$ cat config.mk
export PLATFORM = sky130hd
export DESIGN_NAME = list_pointer_regs
export DESIGN_NICKNAME = d
export VERILOG_FILES = /design/src/logic/list_pointer_pkg.sv /design/src/logic/list_pointer_regs.sv
export SDC_FILE = /design/constraint.sdc
export NUM_CORES = 1
export LEC_CHECK = 0
export ABC_AREA = 1
export BUFFER_PORTS_ARGS = -buffer_cell sky130_fd_sc_hd__buf_2
export CAP_MARGIN = 40
export CORE_UTILIZATION = 40
export CTS_BUF_LIST = sky130_fd_sc_hd__clkbuf_4
export DETAILED_ROUTE_END_ITERATION = 6
export PLACE_DENSITY = 0.63
export SYNTH_ARGS = -nofsm -noshare
export SYNTH_HDL_FRONTEND = slang
export SYNTH_SLANG_ARGS = --single-unit
$ cat constraint.sdc
create_clock -name core_clk_in -period 16.8 [get_ports core_clk_in]
set_clock_uncertainty 0.1 [all_clocks]
set_input_delay 1.68 -clock core_clk_in [delete_from_list [all_inputs] [get_ports core_clk_in]]
set_output_delay 1.68 -clock core_clk_in [all_outputs]
set_load 0.02 [all_outputs]
$ cat src/logic/list_pointer_pkg.sv
// How it works
// - periodic current pointer at 1Ch, bits 31..4, read-only, reset zero.
// - periodic current pointer holds address of the descriptor being handled now.
// - periodic current pointer starts at the head of this frame's periodic list.
// - periodic current pointer rewritten when a periodic descriptor completes.
// - control head pointer at 20h, bits 31..4, read-only from bus, reset zero.
// - control list walk starts at the control head pointer.
// - control head pointer loaded from communication area during initialization.
// - control current pointer at 24h holds the current control descriptor address.
package list_pointer_pkg;

    // ****************************************
    // register map
    // ****************************************
    localparam logic [7:0] periodic_current_offset = 8'h1C;
    localparam logic [7:0] control_head_offset     = 8'h20;
    localparam logic [7:0] control_current_offset  = 8'h24;

    localparam int         pointer_lsb             = 4;
    localparam int         pointer_width           = 28;
    localparam logic [27:0] pointer_reset          = 28'h0000000;
    localparam logic [3:0]  reserved_value         = 4'h0;
    localparam logic [31:0] unmapped_value         = 32'h00000000;

    // ****************************************
    // engine update request
    // ****************************************
    typedef struct packed {
        logic        frame_start;
        logic [27:0] frame_list_head;
        logic        periodic_done;
        logic [27:0] periodic_next;
        logic        init_load;
        logic [27:0] hcca_control_head;
        logic        control_start;
        logic        control_done;
        logic [27:0] control_next;
    } engine_update_t;

endpackage

$ cat src/logic/list_pointer_regs.sv
`timescale 1ns/1ns
module list_pointer_regs
    import list_pointer_pkg::*;
(
    input  wire logic           core_clk_in,
    input  wire logic           rst_in,
    input  wire engine_update_t engine_in,
    input  wire logic           read_strobe_in,
    input  wire logic [7:0]     read_offset_in,
    output logic [31:0]         read_data_out,
    output logic                read_valid_out,
    output logic [31:0]         periodic_current_out,
    output logic [31:0]         control_head_out,
    output logic [31:0]         control_current_out
);

    // ****************************************
    // pointer storage
    // ****************************************
    logic [pointer_width-1:0] periodic_current_pointer;
    logic [pointer_width-1:0] control_head_pointer;
    logic [pointer_width-1:0] control_current_pointer;

    // ****************************************
    // engine request fields
    // ****************************************
    logic                     frame_start;
    logic [pointer_width-1:0] frame_list_head;
    logic                     periodic_done;
    logic [pointer_width-1:0] periodic_next;
    logic                     init_load;
    logic [pointer_width-1:0] area_control_head;
    logic                     control_start;
    logic                     control_done;
    logic [pointer_width-1:0] control_next;

    // ****************************************
    // bus words and read selection
    // ****************************************
    logic [31:0]              periodic_current_word;
    logic [31:0]              control_head_word;
    logic [31:0]              control_current_word;
    logic [31:0]              next_read_data;

    // ****************************************
    // engine request unpacking
    // ****************************************
    always_comb
    begin
        frame_start       = engine_in.frame_start;
        frame_list_head   = engine_in.frame_list_head;
        periodic_done     = engine_in.periodic_done;
        periodic_next     = engine_in.periodic_next;
        init_load         = engine_in.init_load;
        area_control_head = engine_in.hcca_control_head;
        control_start     = engine_in.control_start;
        control_done      = engine_in.control_done;
        control_next      = engine_in.control_next;
    end

    // ****************************************
    // periodic list pointer
    // ****************************************
    // a completed descriptor outranks the frame start load
    always_ff @(posedge core_clk_in or posedge rst_in)
    begin
        if (rst_in)
        begin
            periodic_current_pointer <= pointer_reset;
        end
        else if (periodic_done)
        begin
            periodic_current_pointer <= periodic_next;
        end
        else if (frame_start)
        begin
            periodic_current_pointer <= frame_list_head;
        end
    end

    // ****************************************
    // control list head pointer
    // ****************************************
    always_ff @(posedge core_clk_in or posedge rst_in)
    begin
        if (rst_in)
        begin
            control_head_pointer <= pointer_reset;
        end
        else if (init_load)
        begin
            control_head_pointer <= area_control_head;
        end
    end

    // ****************************************
    // control list current pointer
    // ****************************************
    // a completed descriptor outranks a fresh walk from the head
    always_ff @(posedge core_clk_in or posedge rst_in)
    begin
        if (rst_in)
        begin
            control_current_pointer <= pointer_reset;
        end
        else if (control_done)
        begin
            control_current_pointer <= control_next;
        end
        else if (control_start)
        begin
            control_current_pointer <= control_head_pointer;
        end
    end

    // ****************************************
    // bus words, reserved bits forced low
    // ****************************************
    always_comb
    begin
        periodic_current_word                            = unmapped_value;
        periodic_current_word[pointer_lsb+:pointer_width] = periodic_current_pointer;
        periodic_current_word[pointer_lsb-1:0]           = reserved_value;
        control_head_word                                = unmapped_value;
        control_head_word[pointer_lsb+:pointer_width]    = control_head_pointer;
        control_head_word[pointer_lsb-1:0]               = reserved_value;
        control_current_word                             = unmapped_value;
        control_current_word[pointer_lsb+:pointer_width] = control_current_pointer;
        control_current_word[pointer_lsb-1:0]            = reserved_value;
    end

    // ****************************************
    // read decode
    // ****************************************
    // unmapped offsets answer with zero
    always_comb
    begin
        unique case (read_offset_in)
            periodic_current_offset:
            begin
                next_read_data = periodic_current_word;
            end
            control_head_offset:
            begin
                next_read_data = control_head_word;
            end
            control_current_offset:
            begin
                next_read_data = control_current_word;
            end
            default:
            begin
                next_read_data = unmapped_value;
            end
        endcase
    end

    // ****************************************
    // read port
    // ****************************************
    // data holds until the next read
    always_ff @(posedge core_clk_in or posedge rst_in)
    begin
        if (rst_in)
        begin
            read_data_out <= unmapped_value;
        end
        else if (read_strobe_in)
        begin
            read_data_out <= next_read_data;
        end
    end

    always_ff @(posedge core_clk_in or posedge rst_in)
    begin
        if (rst_in)
        begin
            read_valid_out <= 1'b0;
        end
        else
        begin
            read_valid_out <= read_strobe_in;
        end
    end

    // ****************************************
    // register mirrors
    // ****************************************
    always_ff @(posedge core_clk_in or posedge rst_in)
    begin
        if (rst_in)
        begin
            periodic_current_out <= unmapped_value;
        end
        else
        begin
            periodic_current_out <= periodic_current_word;
        end
    end

    always_ff @(posedge core_clk_in or posedge rst_in)
    begin
        if (rst_in)
        begin
            control_head_out <= unmapped_value;
        end
        else
        begin
            control_head_out <= control_head_word;
        end
    end

    always_ff @(posedge core_clk_in or posedge rst_in)
    begin
        if (rst_in)
        begin
            control_current_out <= unmapped_value;
        end
        else
        begin
            control_current_out <= control_current_word;
        end
    end

endmodule

### Word level (Yosys, flattened, before mapping)

Cells that the tools add are included.

* mux-type cells: 5
* reductions and logical operators: 2
* equality and inequality tests: 3

Operators by type and width (count)
* 2-to-1 mux 28 bit: 4
* one-hot mux 32 bit (3 select lines): 1
* == test 8 x 6 -> 1 bit (second input constant): 2
* == test 8 x 5 -> 1 bit (second input constant): 1
* nonzero test 2 bit: 2

* bits in registers: 201
* output and inout port bits: 129
* logic and storage cells: 18
* bits of input ports: 128

### Longest topological paths before layout

* depth in word-level cells: 2
* gate-level depth with buffers: 8

### Worst setup path before layout

No wires, ideal clock.

* path kind: input port to flip-flop
* from: input read_offset_in[6]
* to: register read_data_out[11]
* buffers on the path: 1
* library setup time: 66 ps
* arrival: 2366 ps
* stages on the path: 8
* setup slack: 14269 ps
* cells stage by stage: inv_2 -> nand2_4 -> nor2_8 -> buf_2 -> nand3_1 -> nand3_1 -> nand2_1 -> nand2_1

* longest elaborated chain between the ends: 2
* elaborated cells between the ends (all ways): 4
* those cells by class: 3 x eq/ne; 1 x mux

RTL lines
* start: declaration: line list_pointer_regs.sv:9 `input wire logic [7:0] read_offset_in,`
* == test 8 x 6 -> 1 bit or == test 8 x 5 -> 1 bit (tied branches): line list_pointer_regs.sv:138 `unique case (read_offset_in)`
* one-hot mux 32 bit (3 select lines) (*): line list_pointer_regs.sv:138
* end signal: assignment: line list_pointer_regs.sv:166 `read_data_out <= unmapped_value;`
* end signal: assignment: line list_pointer_regs.sv:170 `read_data_out <= next_read_data;`
* end: declaration: line list_pointer_regs.sv:10 `output logic [31:0] read_data_out,`

Every way passes the cells marked *; elsewhere a longest branch is shown, timed or not.
A chain may end at the register's enable or synchronous reset.

### Worst setup path in the final report

* from: register read_data_out[19]
* to: output read_data_out[19]

No word-level cell between the ends.

==> flow_metrics.py <==
metrics = {
    "routing": {
        "vias": 6169,
        "via_per_inst": 4.90,
        "drt_iter0_markers": 390,
        "wl_um": 22200,
        "ant_nets": 0,
        "top_layer_used": "met4",
        "drt-met1-wl_um": 9500,
        "dr.pass1.iters": 5,
        "wl_met3_um": 1430,
        "drc": 0,
        "post_drt_wl_per_cell_um": 17.7,
        "wl_met2_um": 10800,
    },
    "sta": {
        "worst_slew_pin_slew_ps": 815,
        "fmax_mhz": 335,
        "timing.final.ws_setup_ps": 13820,
        "setup_viol": 0,
        "rsz0062_at_grt": "false",
        "finalSetupTns_ps": 0,
        "slew_headroom": 0.457,
        "finalCritPeriodShare": 0.178,
        "hold_viol": 0,
        "finalCriticalPeriod_ps": 2980,
        "maxSlewViolCount": 0,
        "fin_hold_ws_ps": 318,
    },
    "clock_network": {
        "htree_levels": 4,
        "clock-sinks": 197,
        "root_buffer": "clkbuf_4",
        "postCtsHoldBufs": 0,
        "ctsResizeCount": 0,
        "clk_pin_slew_ps": 150,
        "ctsLongestPathBuffers": 2,
        "cts_buffers": 17,
        "post-cts-setup-buffers": 0,
        "clk_latency_ps": 600,
        "cts_tree": "done",
    },
    "synth": {
        "ys_warn_count": 0,
        "synth_top_area_share": 0.627,
        "muxShareOfSynthArea": 0,
        "synth_area_leader_cell": "dfrtp_1",
        "ys_seq_area_frac": 0.627,
        "synthXorXnorAreaFrac": 0,
        "synthArstFlopShare": 1.00,
        "syn_inst": 763,
        "ys_ff_latch": 197,
        "syn-cell-area_mm2": 0.00786,
        "synth_edf_count": 0,
        "synth_ff_type": "dfrtp_1",
        "synth_area_leaders": "dfrtp_1, nand3_1, nand2_1, inv_1, o211ai_2",
        "synth_top_family_by_area": "simple AND/OR/NAND/NOR gates",
        "synthSimpleGateAreaFrac": 0.190,
        "yosys.cell_types.count": 20,
        "synth.avg_cell_area_um2": 10.3,
        "synth_compound_area_frac": 0.0885,
        "synth_fa_ha_area_frac": 0,
    },
    "finish": {
        "drive_gt1_frac": 0.320,
        "layout_commonest_cell": "buf_2",
        "final_cell_mix": "buf_2, dfrtp_1, nand2_1, nand3_1, inv_1",
        "fin_util": 0.504,
        "fin_nets": 1111,
        "area_growth_pct": 21.5,
        "fin_area_mm2": 0.00955,
        "stdcell_count": 1258,
    },
    "setup_path": {
        "end_kind": "output pin",
        "crit_type": "reg2out",
        "r2r_start": "periodic_current_pointer[22]",
        "crit_path_max_incr_delay_ps": 440,
        "worst_ep_arrival_time_ps": 1200,
        "crit_fanout": 2,
        "crit_family": "flip-flops",
        "crit_chain": "buf_2",
        "reg2reg_depth": 4,
        "slowest_stage": "dfrtp_1",
        "r2r_slack_ps": 15780,
        "r2r_end": "read_data_out[26]",
        "required_ps": 15020,
        "crit_buf_inv": 1,
        "start_kind": "register",
    },
    "placed_design": {
        "portBuffers": 240,
        "place_inst": 1224,
        "dpl_cell_area_mm2": 0.00920,
        "place_ws_ps": 13360,
        "gp_congestion": 0.812,
        "dp.final_hpwl_um": 15200,
    },
    "global_route": {
        "grt_overflow": 0,
        "antenna_found_initial": 2,
        "grt_util_all_layers": 0.226,
        "grt_pass1_vias": 5927,
        "grt_max_degree": 123,
        "grt_pass1_wl_um": 33600,
    },
    "die": {
        "start_util": 0.415,
        "die-area_mm2": 0.0202,
        "coreArea_mm2": 0.0190,
        "io_pins": 257,
        "die_h_um": 142,
        "rows": 50,
        "die_x_um": 142,
    },
    "power": {
        "seqPwrFrac": 0.556,
        "power_frac_comb": 0.136,
        "netSwitchingFraction": 0.287,
        "vdd_drop_max_v": 0.0000402,
        "powerDensity_mw_per_mm2": 101,
        "switchingPower_mw": 0.278,
        "p_leak_nw": 5.11,
        "power_mw": 0.967,
        "power_frac_clock": 0.308,
        "p_int_mw": 0.689,
    },
    "hold_path": {
        "hold_path_depth": 0,
        "hold_class": "reg2reg",
        "hold_end": "periodic_current_out[11]",
        "hp-start": "periodic_current_pointer[7]",
    },
    "run": {
        "drv_cap": 0,
    },
    "run_status": {
        "status": "finished, final reports clean",
    },
}
## kinds of logic after synthesis
logic type             after synthesis
other                                1
buffers and inverters              156
AO/OA/AOI/OAI                       84
AND/OR/NAND/NOR                    325
flip-flops                         197
## flip-flops by register name, summed over array words and instances, names as in the netlist
name and cells:
read_data_out 28, control_head_out 28, read_valid_out 1, control_current_pointer 28, control_current_out 28, periodic_current_out 28
periodic_current_pointer 28, control_head_pointer 28
## cells in the mapped netlist, types with 3 or more instances
master	instances
nand3_1	140
o211ai_1	8
inv_2	8
buf_2	15
nand2_2	4
nand2_1	170
dfrtp_1	197
o21ai_0	28
buf_4	29
o211ai_2	20
buf_6	3
clkbuf_1	12
nor2_4	5
o221ai_1	28
inv_1	88
## layer usage
metal,GRT usage,up-vias
li1,-,2900
met3,0.0431,35
met4,0.0855,0
met5,0,-
met2,0.366,275
met1,0.302,2959
## power groups by stage
stage          sequential, mW  combinational [mW]  clock [mW]
2_1_floorplan           0.564              0.0560           0
3_3_place_gp            0.547               0.128           0
3_5_place_dp            0.547               0.132           0
4_1_cts                 0.538               0.133       0.304
5_1_grt                 0.542               0.144       0.322
6_report                0.538               0.131       0.298
## area by class of cell
type	instances	area, um2
clock inverter	15	221
multi-input combinational	425	2250
antenna	2	5.00
tap	260	325
clock buffer	17	128
inverter	96	368
timing repair buffer	246	1320
sequential	197	4930
fill	1808	9410
## worst max-delay path by stage
stage / from / end / slack (ps) / depth (start not counted)
floorplan: rst_in / control_current_out[10] / 9650 / 1
global placement: engine_in[28] / control_current_pointer[2] / 13160 / 3
detailed placement: engine_in[28] / control_current_pointer[20] / 13360 / 4
CTS: read_data_out[15] / read_data_out[15] / 13790 / 1
global route: read_data_out[20] / read_data_out[20] / 13760 / 1
finish: read_data_out[19] / read_data_out[19] / 13820 / 1
Power figures use the tool's default switching activity.
